### src/core/tws_regs.svh
`ifndef TWS_REGS_SVH
`define TWS_REGS_SVH
`define TWS_OFS_CTRL 8'h00
`define TWS_OFS_DATA 8'h04
`define TWS_OFS_STATUS 8'h08
`define TWS_OFS_BITRATE 8'h0c
`define TWS_CTRL_FLAG 7
`define TWS_CTRL_START 5
`define TWS_CTRL_STOP 4
`define TWS_CTRL_EN 2
`define TWS_CTRL_IE 0
`define TWS_BITRATE_RST 8'h3e
`define TWS_DATA_RST 8'hff
`define TWS_ST_START 8'h08
`define TWS_ST_RSTART 8'h10
`define TWS_ST_ADDR_ACK 8'h18
`define TWS_ST_ADDR_NACK 8'h20
`define TWS_ST_DATA_ACK 8'h28
`define TWS_ST_DATA_NACK 8'h30
`define TWS_ST_NONE 8'hf8
`define TWS_LAST_BIT 4'h8
`endif

### src/core/tws_pkg.sv
`default_nettype none
package tws_pkg;
	typedef enum logic [2:0]
	{
		ST_IDLE = 3'b000,
		ST_START = 3'b001,
		ST_WAIT = 3'b011,
		ST_BIT = 3'b010,
		ST_STOP = 3'b110
	} tws_state_type;

	typedef struct packed
	{
		tws_state_type state;
		logic [1:0] phase;
		logic [7:0] cnt;
		logic [3:0] bitIdx;
		logic inFrame;
		logic addrPhase;
		logic ackBit;
		logic flag;
		logic pend;
		logic [7:0] evtCode;
		logic [7:0] status;
		logic [7:0] data;
		logic [7:0] bitrate;
		logic ctrlIe;
		logic ctrlEn;
		logic ctrlStart;
		logic ctrlStop;
		logic busSel;
		logic busWr;
		logic [7:0] busAddr;
		logic sclMeta;
		logic sclSync;
		logic sdaMeta;
		logic sdaSync;
		logic sclOe;
		logic sdaOe;
		logic irq;
		logic [31:0] hrdata;
	} tws_reg_type;
endpackage
`default_nettype wire

### src/core/tws_ctrl.sv
`include "tws_regs.svh"
`default_nettype none
module tws_ctrl
(
	input wire logic mclk,
	input wire logic rst,
	input wire logic hsel,
	input wire logic [31:0] haddr,
	input wire logic [1:0] htrans,
	input wire logic hwrite,
	input wire logic [2:0] hsize,
	input wire logic [31:0] hwdata,
	input wire logic hready,
	output logic [31:0] hrdata,
	output logic hreadyout,
	output logic hresp,
	input wire logic gieIn,
	output logic irqReq,
	input wire logic sclIn,
	output logic sclOut,
	output logic sclOe,
	input wire logic sdaIn,
	output logic sdaOut,
	output logic sdaOe
);
	tws_pkg::tws_reg_type r;
	tws_pkg::tws_reg_type nxt;
	logic addrPhaseOk;
	logic wrCtrl;
	logic wrData;
	logic wrRate;
	logic tick;
	logic [7:0] rdSel;

	// data-phase write strobes
	always_comb
	begin
		wrCtrl = r.busSel && r.busWr && (r.busAddr == `TWS_OFS_CTRL);
		wrData = r.busSel && r.busWr && (r.busAddr == `TWS_OFS_DATA);
		wrRate = r.busSel && r.busWr && (r.busAddr == `TWS_OFS_BITRATE);
		addrPhaseOk = hsel && htrans[1] && hready;
		tick = (r.cnt == 8'h00);
	end

	always_comb
	begin
		nxt = r;
		rdSel = 8'h00;
		nxt.sclMeta = sclIn;
		nxt.sclSync = r.sclMeta;
		nxt.sdaMeta = sdaIn;
		nxt.sdaSync = r.sdaMeta;
		nxt.cnt = tick ? 8'h00 : r.cnt - 8'h01;

		// control write; reads have no side effect
		if (wrCtrl)
		begin
			nxt.ctrlIe = hwdata[`TWS_CTRL_IE];
			nxt.ctrlEn = hwdata[`TWS_CTRL_EN];
			nxt.ctrlStart = hwdata[`TWS_CTRL_START];
			nxt.ctrlStop = hwdata[`TWS_CTRL_STOP];
			if (hwdata[`TWS_CTRL_FLAG])
			begin
				nxt.flag = 1'b0;
				nxt.pend = 1'b1;
			end
		end
		// data only written while flag set
		if (wrData && r.flag)
		begin
			nxt.data = hwdata[7:0];
		end
		if (wrRate)
		begin
			nxt.bitrate = hwdata[7:0];
		end

		case (r.state)
			tws_pkg::ST_IDLE:
			begin
				nxt.sclOe = 1'b0;
				nxt.sdaOe = 1'b0;
				if (nxt.pend && !nxt.flag && nxt.ctrlEn && nxt.ctrlStart)
				begin
					nxt.pend = 1'b0;
					nxt.state = tws_pkg::ST_START;
					nxt.phase = 2'd0;
					nxt.cnt = r.bitrate;
				end
				else
				begin
					nxt.pend = 1'b0;
				end
			end
			tws_pkg::ST_START:
			begin
				case (r.phase)
					2'd0:
					begin
						nxt.sdaOe = 1'b0;
						if (tick)
						begin
							nxt.phase = 2'd1;
							nxt.sclOe = 1'b0;
						end
					end
					2'd1:
					begin
						if (r.sclSync)
						begin
							nxt.phase = 2'd2;
							nxt.cnt = r.bitrate;
						end
					end
					2'd2:
					begin
						if (tick)
						begin
							nxt.sdaOe = 1'b1;
							nxt.phase = 2'd3;
							nxt.cnt = r.bitrate;
						end
					end
					default:
					begin
						if (tick)
						begin
							nxt.sclOe = 1'b1;
							nxt.flag = 1'b1;
							nxt.evtCode = r.inFrame ? `TWS_ST_RSTART : `TWS_ST_START;
							nxt.inFrame = 1'b1;
							nxt.addrPhase = 1'b1;
							nxt.state = tws_pkg::ST_WAIT;
						end
					end
				endcase
			end
			tws_pkg::ST_WAIT:
			begin
				nxt.sclOe = 1'b1;
				if (!nxt.flag && nxt.pend)
				begin
					nxt.pend = 1'b0;
					nxt.phase = 2'd0;
					nxt.cnt = r.bitrate;
					if (!nxt.ctrlEn)
					begin
						nxt.state = tws_pkg::ST_IDLE;
						nxt.inFrame = 1'b0;
					end
					else if (nxt.ctrlStop)
					begin
						nxt.state = tws_pkg::ST_STOP;
					end
					else if (nxt.ctrlStart)
					begin
						nxt.state = tws_pkg::ST_START;
					end
					else
					begin
						nxt.state = tws_pkg::ST_BIT;
						nxt.bitIdx = 4'h0;
					end
				end
			end
			tws_pkg::ST_BIT:
			begin
				case (r.phase)
					2'd0:
					begin
						if (r.bitIdx == `TWS_LAST_BIT)
						begin
							nxt.sdaOe = 1'b0;
						end
						else
						begin
							nxt.sdaOe = ~r.data[3'd7 - r.bitIdx[2:0]];
						end
						if (tick)
						begin
							nxt.sclOe = 1'b0;
							nxt.phase = 2'd1;
						end
					end
					2'd1:
					begin
						if (r.sclSync)
						begin
							nxt.phase = 2'd2;
							nxt.cnt = r.bitrate;
						end
					end
					default:
					begin
						if (tick)
						begin
							nxt.sclOe = 1'b1;
							nxt.cnt = r.bitrate;
							nxt.phase = 2'd0;
							nxt.bitIdx = r.bitIdx + 4'h1;
							if (r.bitIdx == `TWS_LAST_BIT)
							begin
								nxt.ackBit = ~r.sdaSync;
								nxt.flag = 1'b1;
								nxt.state = tws_pkg::ST_WAIT;
								nxt.addrPhase = 1'b0;
								if (r.addrPhase)
								begin
									nxt.evtCode = r.sdaSync ? `TWS_ST_ADDR_NACK
										: `TWS_ST_ADDR_ACK;
								end
								else
								begin
									nxt.evtCode = r.sdaSync ? `TWS_ST_DATA_NACK
										: `TWS_ST_DATA_ACK;
								end
							end
						end
					end
				endcase
			end
			tws_pkg::ST_STOP:
			begin
				case (r.phase)
					2'd0:
					begin
						nxt.sclOe = 1'b1;
						nxt.sdaOe = 1'b1;
						if (tick)
						begin
							nxt.sclOe = 1'b0;
							nxt.phase = 2'd1;
						end
					end
					2'd1:
					begin
						if (r.sclSync)
						begin
							nxt.phase = 2'd2;
							nxt.cnt = r.bitrate;
						end
					end
					default:
					begin
						if (tick)
						begin
							nxt.sdaOe = 1'b0;
							nxt.ctrlStop = 1'b0;
							nxt.inFrame = 1'b0;
							nxt.state = tws_pkg::ST_IDLE;
						end
					end
				endcase
			end
			default:
			begin
				nxt.state = tws_pkg::ST_IDLE;
			end
		endcase

		// status lags flag by one cycle
		nxt.status = r.flag ? r.evtCode : `TWS_ST_NONE;
		nxt.irq = r.flag && r.ctrlIe && gieIn;

		// address phase; read data from next-state values
		nxt.busSel = addrPhaseOk;
		nxt.busWr = hwrite;
		nxt.busAddr = haddr[7:0];
		if (addrPhaseOk && !hwrite && (haddr[31:8] == 24'h000000))
		begin
			case (haddr[7:0])
				`TWS_OFS_CTRL:
				begin
					rdSel = 8'h00;
					rdSel[`TWS_CTRL_FLAG] = nxt.flag;
					rdSel[`TWS_CTRL_START] = nxt.ctrlStart;
					rdSel[`TWS_CTRL_STOP] = nxt.ctrlStop;
					rdSel[`TWS_CTRL_EN] = nxt.ctrlEn;
					rdSel[`TWS_CTRL_IE] = nxt.ctrlIe;
				end
				`TWS_OFS_DATA:
				begin
					rdSel = nxt.data;
				end
				`TWS_OFS_STATUS:
				begin
					rdSel = nxt.status;
				end
				`TWS_OFS_BITRATE:
				begin
					rdSel = nxt.bitrate;
				end
				default:
				begin
					rdSel = 8'h00;
				end
			endcase
		end
		if (haddr[31:8] != 24'h000000)
		begin
			nxt.busSel = 1'b0;
		end
		nxt.hrdata = {24'h000000, rdSel};
	end

	always_ff @(posedge mclk or posedge rst)
	begin
		if (rst)
		begin
			r <= '0;
			r.state <= tws_pkg::ST_IDLE;
			r.status <= `TWS_ST_NONE;
			r.evtCode <= `TWS_ST_NONE;
			r.data <= `TWS_DATA_RST;
			r.bitrate <= `TWS_BITRATE_RST;
			r.sclMeta <= 1'b1;
			r.sclSync <= 1'b1;
			r.sdaMeta <= 1'b1;
			r.sdaSync <= 1'b1;
		end
		else
		begin
			r <= nxt;
		end
	end

	// read data, irq and line enables straight from the state register; ready, resp and pin values constant
	assign hrdata = r.hrdata;
	assign hreadyout = 1'b1;
	assign hresp = 1'b0;
	assign irqReq = r.irq;
	assign sclOut = 1'b0;
	assign sdaOut = 1'b0;
	assign sclOe = r.sclOe;
	assign sdaOe = r.sdaOe;
endmodule
`default_nettype wire

### config.mk
export PLATFORM = sky130hd
export DESIGN_NAME = tws_ctrl
export DESIGN_NICKNAME = d
export VERILOG_FILES = /design/src/core/tws_pkg.sv /design/src/core/tws_ctrl.sv
export VERILOG_INCLUDE_DIRS = /design/src /design/src/core
export SDC_FILE = /design/constraint.sdc
export NUM_CORES = 1
export LEC_CHECK = 0
export ABC_CLOCK_PERIOD_IN_PS = 3000
export BUFFER_PORTS_ARGS = -buffer_cell sky130_fd_sc_hd__buf_4
export CAP_MARGIN = 15
export CORE_MARGIN = 2
export CORE_UTILIZATION = 50
export DETAILED_ROUTE_END_ITERATION = 6
export PLACE_DENSITY_LB_ADDON = 0.2
export SLEW_MARGIN = 40
export SYNTH_ARGS = -nofsm -noshare
export SYNTH_HDL_FRONTEND = slang
export SYNTH_SLANG_ARGS = --single-unit
### constraint.sdc
create_clock -name mclk -period 3 [get_ports mclk]
set_input_delay 0.15 -clock mclk [delete_from_list [all_inputs] [get_ports mclk]]
set_output_delay 0.15 -clock mclk [all_outputs]
set_load 0.05 [all_outputs]
* After elaboration in Yosys (flattened, before gate mapping)
Index checks and enable logic that the tools add are counted.
Word-level totals: flip-flop bits (word level) 75, latch bits 0, RAM bits 0, ROM bits 0, bits of input ports 77, output and inout bits 39, logic and storage cells 190, memories 0
Operators by class: add/sub/neg operators 3, multipliers 0, div/mod/pow operators 0, magnitude comparators 1, equal/unequal tests 36, shift operators 0, multiplexer cells 81, bitwise gates (word level) 3, reductions and logical operators 39
Operators with widths (number):
- 8-bit 2-to-1 mux | 11
- 10-bit one-hot mux with 5 select lines | 1
- 8-bit one-hot mux with 2 select lines | 3
- 3-bit 2-to-1 mux | 11
- 2-bit inequality test (second input constant) | 16
- 8-bit one-hot mux with 4 select lines | 1
- 8-bit by 4-bit equality test with 1-bit output (second input constant) | 3
- 24-bit logical NOT | 1
- 8-bit logical NOT | 3
- 24-bit nonzero test | 1
- 7-bit AND reduction | 3
- 10-bit 2-to-1 mux | 2
- 4-bit 2-to-1 mux | 5
- 1-bit 2-to-1 mux | 18
- 18-bit 2-to-1 mux | 1
- 17-bit 2-to-1 mux | 1
- 8-bit by 3-bit equality test with 1-bit output (second input constant) | 2
- 3-bit one-hot mux with 5 select lines | 1
- 1-bit logical AND | 14
- 1-bit one-hot mux with 2 select lines | 7
- 13-bit 2-to-1 mux | 1
- 2-bit 2-to-1 mux | 6
- 6-bit 2-to-1 mux | 2
- 6-bit AND reduction | 2
- 36 further kinds | 47

* Logic depth before layout (Yosys ltp)
Gate-level depths: netlist of the first run.
word-level depth 9, mapped depth 11, gate-level depth less buffers 8

* Worst setup path after synthesis of the first run
OpenSTA, ideal clock, no wires.
path kind register -> register, start point register r[94] in the netlist's numbering, end point register r[105] in the netlist's numbering, library setup time 0.126 ns, arrival 2.252 ns, required time 2.874 ns, slack 0.621 ns, cell stages (with the launch flop) 11, path buffers 2, clock period less this slack 2.379 ns, cell sequence dfrtp_1 > clkbuf_1 > inv_1 > ha_1 > nor4b_4 > and2_1 > buf_2 > a21oi_1 > o31ai_1 > o21ai_0 > o32a_1
Between the ends: cells in the longest elaborated chain, start to end 3, elaborated cells on any way between the ends 5, classes of those cells eq/ne: 3; reduce/logical: 2
Ends and longest elaborated chain:
- start: declaration | RTL line tws_ctrl.sv:26 | tws_pkg::tws_reg_type r;
- start signal: assignment | RTL line tws_ctrl.sv:323 | r <= nxt;
- 8-bit logical NOT (*) | RTL line tws_ctrl.sv:42 | tick = (r.cnt == 8'h00);
- 2-bit inequality test (no line)
- 9-bit AND reduction (no line) (*)
Mark *: on every way between the ends. The rest lies on a longest branch, timed or not. A chain may end at the register's enable or synchronous reset.

==> impl_summary.log, run 1 <==
[metrics] status: finished clean
[metrics] Clock Skews: 0.008038 ns
[metrics] Final Setup Violations: 0
[metrics] cell count of the worst hold path: 1
[metrics] GRT Resource Usage Total: 0.2729
[metrics] pin count of the biggest net entering global routing: 61
[metrics] Critical Path, Cell by Cell: nor4_2, and3_1, mux2i_2, a221oi_1, o31a_1, a211o_1
[metrics] number of nets still failing antenna checks after routing: 0
[metrics] netlist area before placement: 4846 µm²
[metrics] Critical Path AT: 2.82 ns
[metrics] Startpoint Class: register
[metrics] Total Nets Final: 691
[metrics] sum of overflow across all layers after global routing: 0
[metrics] placer congestion estimate: 0.9557
[metrics] clock buffer count from CTS: 9
[metrics] TritonCTS clock tree: built
[metrics] maximum count of clock buffers along a single path: 2
[metrics] DRT Wirelength: 13.82 mm
[metrics] final worst slack: 0.3964 ns
[metrics] Peak Freq: 384.1 MHz
[metrics] hold violation count in the final report: 0
[metrics] number of max-slew violations in the final report: 0
[metrics] Worst Hold Launch: haddr[2]
[metrics] fin crit share: 0.8679
[metrics] power density of the placed cells: 510.2 nW/µm²
[metrics] Placement Setup Slack: 0.4322 ns
[metrics] clock net sink count: 70
[metrics] unrepaired setup endpoints after global routing: no
[metrics] Clock Pin Slew Worst Setup and Hold Paths: 0.08 ns
[metrics] Routed WL per cell: 18.71 µm
[metrics] critical path's largest stage delay: 0.46 ns
[metrics] number of flops mapped to enable cells by yosys: 0
[metrics] Max Cap Violations: 0
[metrics] Pre-antenna DRT Iters: 5
[metrics] Area growth, synth to finish: 16.58%
[metrics] number of antenna violations at the first check in global routing: 0
[metrics] ratio of cells with drive above 1 in the final layout: 0.2475
[metrics] number of synthesized register bits: 70
[metrics] pin slew with the least headroom to its limit: 0.6863 ns
[metrics] kind of cell adding the most delay to the critical path: compound AO/OA/AOI/OAI gates
[metrics] synth warn: 0
[metrics] most common library cell in the layout ignoring fill and taps: sky130_fd_sc_hd__buf_4
[metrics] register-to-register path setup slack: 0.40 ns
[metrics] H-Tree Depth: 3
[metrics] Crit-path slowest cell: sky130_fd_sc_hd__mux2i_2
[metrics] worst rel slew slack: 0.5390
[metrics] y dimension of the die: 102.4 µm
[metrics] vias per std cell: 6.049
[metrics] # IOs: 116
[metrics] sum of negative setup slack: 0 ns
[metrics] end of the worst register-to-register path: r[98]$_DFF_PP0_
[metrics] Die Span X: 102.4 µm
[metrics] vias in the first global route: 4,281
[metrics] Reg2Reg Launch Point: r[46]$_DFF_PP0_
[metrics] worst r2r path cells: 6
[metrics] area of the core: 9328 µm²
[metrics] crit-path max FO: 7
[metrics] required time of the critical path: 3.21 ns
[metrics] critical path capture point type: register
[metrics] routed vias: 4,470
[metrics] global-route wire length before repair: 22.14 mm
[metrics] path class of the lowest-slack min-delay path: input pin to register
[metrics] number of instances in the synthesized netlist: 545
[metrics] number of antenna diodes: 0
[metrics] number of standard-cell rows in the floorplan: 35
[metrics] Static Leakage: 0.002434 µW
[metrics] most used cells in the layout excluding fill and tap cells: sky130_fd_sc_hd__buf_4, sky130_fd_sc_hd__dfrtp_1, sky130_fd_sc_hd__nand2_1
[metrics] clock latency of the later-clocked register in the worst-skew pair: 0.34 ns
[metrics] hold slack final: 0.02929 ns
[metrics] Async S/R FF share, synth: 1.000
[metrics] Buf+Inv Stages, Crit Path: 0
[metrics] largest vdd supply drop: 0.0002705 V
[metrics] sequential cell area fraction in the yosys report: 0.3669
[metrics] per-instance average area after synthesis: 8.892 µm²
[metrics] detailed router's first-iteration violation count: 386
[metrics] cts repair resizes: 0
[metrics] clock period minus worst slack: 2.604 ns
[metrics] Die Area: 10,500 µm²
[metrics] Initial Utilization: 0.5195
[metrics] DP Wirelength: 10.38 mm
[metrics] endpoint of the worst hold-timing path: r[41]$_DFF_PP0_
[metrics] distinct cell type count after synthesis: 71
[metrics] Port-buffer cells: 59
[metrics] count of unresolved DRC violations after routing: 0
[metrics] critical path class: register to register
[metrics] clk root buf: sky130_fd_sc_hd__clkbuf_8
[metrics] ys flop type: sky130_fd_sc_hd__dfrtp_1
[cell usage after synthesis (5+ instances only)]
library cell / instances / area, µm²
sky130_fd_sc_hd__a21o_1: 5 / 37.54
sky130_fd_sc_hd__a21oi_1: 33 / 165.2
sky130_fd_sc_hd__a22oi_1: 8 / 60.06
sky130_fd_sc_hd__a31oi_1: 12 / 75.07
sky130_fd_sc_hd__and2_1: 5 / 31.28
sky130_fd_sc_hd__and3_1: 5 / 31.28
sky130_fd_sc_hd__buf_4: 36 / 270.3
sky130_fd_sc_hd__clkbuf_1: 24 / 90.09
sky130_fd_sc_hd__dfrtp_1: 49 / 1226
sky130_fd_sc_hd__dfstp_2: 21 / 551.8
sky130_fd_sc_hd__ha_1: 9 / 112.6
sky130_fd_sc_hd__inv_1: 17 / 63.81
sky130_fd_sc_hd__mux2_2: 20 / 225.2
sky130_fd_sc_hd__mux2i_1: 11 / 110.1
sky130_fd_sc_hd__nand2_1: 48 / 180.2
sky130_fd_sc_hd__nand2b_1: 7 / 43.79
sky130_fd_sc_hd__nand3_1: 21 / 105.1
sky130_fd_sc_hd__nor2_1: 36 / 135.1
sky130_fd_sc_hd__nor2b_1: 12 / 75.07
sky130_fd_sc_hd__nor3_1: 11 / 55.05
sky130_fd_sc_hd__nor3b_1: 7 / 52.55
sky130_fd_sc_hd__nor4_1: 7 / 43.79
sky130_fd_sc_hd__o211ai_1: 8 / 60.06
sky130_fd_sc_hd__o21ai_0: 33 / 165.2
sky130_fd_sc_hd__o22ai_1: 7 / 43.79
sky130_fd_sc_hd__o31ai_1: 6 / 45.04
sky130_fd_sc_hd__or3_1: 6 / 37.54
[metrics by stage]
step                std cells  instance area [µm²]  total power [µW]    util
CTS                       739                 5645              2893  0.6052
floorplan                 571                 4943              1762       -
global placement          712                 5303              1985  0.5685
global route              739                 5649              3035  0.6056
detailed placement        712                 5303              1993  0.5685
finish                    739                 5649              2882  0.6056
[layout make-up]
type / instances / area, µm²
clock inverters: 4 / 77.57
inverters: 18 / 67.56
clock buffers: 12 / 155.1
multi-input cells: 417 / 2710
flip-flops and latches: 70 / 1778
fillers: 830 / 3679
well taps: 129 / 161.4
repair buffers: 89 / 699.4
[where the power goes]
part / leakage (µW) / internal, µW / switching (µW) / total [µW]
logic: 0.00150 / 325 / 560 / 885
registers: 0.000820 / 1020 / 102 / 1120
clock network: 0.000117 / 519 / 359 / 878
[kinds of logic after synthesis]
family                     Yosys count  synth area share
adders and majority gates           10           0.02530
other                                2          0.001550
muxes                               35           0.08443
xor gates and xnor gates             3          0.005423
DFF                                 70            0.3669
buffers and inverters               84           0.09398
AOI/OAI and AO/OA                  159            0.2202
and+or+nand+nor                    182            0.2022
[registers in the layout (all words and copies together), names as in the netlist]
name    cells
sclOe       1
irqReq      1
nxt         2
sdaOe       1
r          57
hrdata      8
[what timing repair did]
action / 4_1_cts / 5_1_grt
setup buffers: 0 / 0
hold buffers: 11 / 0
hold endpoints to repair: 20 / 0
[how the worst max path moves through the flow]
stage | slack, ns | to | cells after the start | startpoint
detailed placement | 0.43 | r[98]$_DFF_PP0_ | 6 | r[46]$_DFF_PP0_
global route | 0.25 | r[102]$_DFFE_PP0P_ | 8 | r[103]$_DFFE_PP0P_
finish | 0.40 | r[98]$_DFF_PP0_ | 6 | r[46]$_DFF_PP0_
CTS | 0.43 | r[98]$_DFF_PP0_ | 6 | r[46]$_DFF_PP0_
global placement | 0.47 | hrdata[7]$_DFF_PP0_ | 6 | r[46]$_DFF_PP0_
floorplan | 0.62 | r[105]$_DFFE_PP0P_ | 10 | r[94]$_DFF_PP0_
[metal layers]
metal | vias to the layer above | wire length, µm | GRT usage
met5 | - | 0 | 0
met4 | 0 | 403 | 0.1190
met3 | 38 | 882 | 0.04309
met2 | 218 | 6712 | 0.4429
met1 | 2146 | 5824 | 0.3621
li1 | 2068 | - | -
(Power assumes the default switching activity.)
==> run 2, diff against run 1 <==
--- a/config.mk
+++ b/config.mk
@@ -6,7 +6,7 @@
 export SDC_FILE = /design/constraint.sdc
 export NUM_CORES = 1
 export LEC_CHECK = 0
-export ABC_CLOCK_PERIOD_IN_PS = 3000
+export ABC_CLOCK_PERIOD_IN_PS = 2400
 export BUFFER_PORTS_ARGS = -buffer_cell sky130_fd_sc_hd__buf_4
 export CAP_MARGIN = 15
 export CORE_MARGIN = 2
==> constraint.sdc (replaced) <==
create_clock -name mclk -period 2.4 [get_ports mclk]
set_input_delay 0.12 -clock mclk [delete_from_list [all_inputs] [get_ports mclk]]
set_output_delay 0.12 -clock mclk [all_outputs]
set_load 0.05 [all_outputs]
==> impl_summary.log, run 2 (same netlist as run 1, synthesis figures left out) <==
[metrics] path class of the lowest-slack min-delay path: input pin to register
[metrics] worst rel slew slack: 0.5969
[metrics] Critical Path AT: 2.53 ns
[metrics] Die Span X: 102.4 µm
[metrics] pin slew with the least headroom to its limit: 0.6037 ns
[metrics] most used cells in the layout excluding fill and tap cells: sky130_fd_sc_hd__buf_4, sky130_fd_sc_hd__dfrtp_1, sky130_fd_sc_hd__nand2_1
[metrics] required time of the critical path: 2.63 ns
[metrics] Most Used Layer, Global Route: met2
[metrics] Global Route met3 Usage: 0.04925
[metrics] number of standard-cell rows in the floorplan: 35
[metrics] Area growth, synth to finish: 22.64%
[metrics] # IOs: 116
[metrics] GRT Resource Usage Total: 0.2964
[metrics] vias per std cell: 6.040
[metrics] ratio of cells with drive above 1 in the final layout: 0.2955
[metrics] Peak Freq: 435.1 MHz
[metrics] Static Leakage: 0.002576 µW
[metrics] most common library cell in the layout ignoring fill and taps: sky130_fd_sc_hd__buf_4
[metrics] clk root buf: sky130_fd_sc_hd__clkbuf_8
[metrics] fin crit share: 0.9577
[metrics] sum of overflow across all layers after global routing: 0
[metrics] Initial Utilization: 0.5195
[metrics] Critical Path Start: r[46]$_DFF_PP0_
[metrics] vias in the first global route: 4,506
[metrics] hold violation count in the final report: 0
[metrics] TritonCTS clock tree: built
[metrics] Total Nets Final: 724
[metrics] hold slack final: 0.01656 ns
[metrics] Max Cap Violations: 0
[metrics] critical path's largest stage delay: 0.59 ns
[metrics] power density of the placed cells: 611.8 nW/µm²
[metrics] number of nets still failing antenna checks after routing: 0
[metrics] detailed router's first-iteration violation count: 431
[metrics] post-route insts no fill: 772
[metrics] H-Tree Depth: 3
[metrics] number of fill cells in the layout: 804
[metrics] max FFs per register: 57
[metrics] Reg2Reg Launch Point: r[46]$_DFF_PP0_
[metrics] Final Setup Violations: 0
[metrics] clock net sink count: 70
[metrics] Startpoint Class: register
[metrics] Port-buffer cells: 59
[metrics] Die Area: 10,500 µm²
[metrics] Crit-path slowest cell: sky130_fd_sc_hd__or4_4
[metrics] number of antenna violations at the first check in global routing: 0
[metrics] crit-path max FO: 8
[metrics] Worst Hold Launch: haddr[21]
[metrics] pin count of the biggest net entering global routing: 47
[metrics] number of max-slew violations in the final report: 0
[metrics] met2 global-route usage: 0.4932
[metrics] Clock Skews: 0.01092 ns
[metrics] number of cells after detailed placement: 742
[metrics] global-route wire length before repair: 23.59 mm
[metrics] Clock Pin Slew Worst Setup and Hold Paths: 0.07 ns
[metrics] DP Wirelength: 11.16 mm
[metrics] clock latency of the later-clocked register in the worst-skew pair: 0.36 ns
[metrics] Routed WL per cell: 19.22 µm
[metrics] largest vdd supply drop: 0.0004482 V
[metrics] number of antenna diodes: 0
[metrics] register name with the most flops: r
[metrics] Critical Path, Cell by Cell: or4_4, nor4_4, buf_6, mux2_4, mux2i_1, o21ai_1, nor2b_1
[metrics] y dimension of the die: 102.4 µm
[metrics] met1 global-route usage: 0.3867
[metrics] maximum count of clock buffers along a single path: 2
[metrics] instance area at placement: 5553 µm²
[metrics] critical path capture point type: register
[metrics] routed vias: 4,663
[metrics] DRT Wirelength: 14.83 mm
[metrics] status: finished clean
[metrics] clock period minus worst slack: 2.298 ns
[metrics] Pre-antenna DRT Iters: 5
[metrics] critical path class: register to register
[metrics] clock buffer count from CTS: 9
[metrics] area of the core: 9328 µm²
[metrics] cell area after layout: 5943 µm²
[metrics] count of unresolved DRC violations after routing: 0
[metrics] placer congestion estimate: 0.9788
-- run 2: changes by cell type in the layout (fill, tap and decap cells not counted), sizes merged --
| cell | delta |
|---|---|
| bufinv | -1 |
| buf | +30 |
| clkbuf | -2 |
| inv | -1 |
| clkinvlp | +1 |
| clkinv | +3 |
| dlygate4sd3 | +3 |
-- run 2: worst paths after layout --
path,end,slack (ns),cells past startpoint
setup / recovery,hrdata[2]$_DFF_PP0_,0.10,7
hold / removal,r[48]$_DFF_PP0_,0.02,4
setup reg to reg,hrdata[2]$_DFF_PP0_,0.10,7
hold reg to reg,r[37]$_DFF_PP1_,0.35,0
max in group asynchronous,r[82]$_DFFE_PP1P_,1.28,4
min in group asynchronous,r[103]$_DFFE_PP0P_,0.40,3
-- run 2: layout make-up --
class	count	area (µm²)	share of cell area
multi-input cells	417	2758	0.4640
flip-flops and latches	70	1778	0.2992
clock inverters	6	61.31	0.01032
inverters	18	67.56	0.01137
clock buffers	10	137.6	0.02316
repair buffers	122	979.7	0.1648
well taps	129	161.4	0.02716
-- run 2: per-layer routing --
metal  share of wire  vias to the layer above  routed length, µm
li1                -                     2138                  -
met1            0.41                     2263               6059
met2            0.49                      222               7275
met3           0.074                       40               1094
met4           0.027                        0                405
met5               0                        -                  0
-- run 2: per-stage QoR --
step	setup WS, ns	setup TNS, ns	total power, µW	utilization
5_1_grt	-0.02700	-0.04411	3807	0.6372
3_3_place_gp	0.03232	0	2590	0.5953
2_1_floorplan	0.02142	0	2203	-
3_5_place_dp	0.04634	0	2603	0.5953
6_report	0.1015	0	3636	0.6372
4_1_cts	0.02508	0	3608	0.6317
-- run 2: where the power goes --
group | total, µW | internal [µW] | switching, µW
Combinational | 1250 | 491 | 759
Clock | 987 | 505 | 482
Sequential | 1400 | 1270 | 128
-- run 2: critical path: cells and delay by family (launching register included) --
family,cells,cell delay (ns)
flops,1,0.39
buf+inv,1,0.20
compound gates,1,0.08
simple gates,3,1.06
mux,2,0.45
-- run 2: repair_timing --
item,CTS,global route
setup endpoints to repair,0,18
endpoints found under the hold margin,35,0
resized for setup,0,13
setup buffers,0,0
hold buffers,14,0
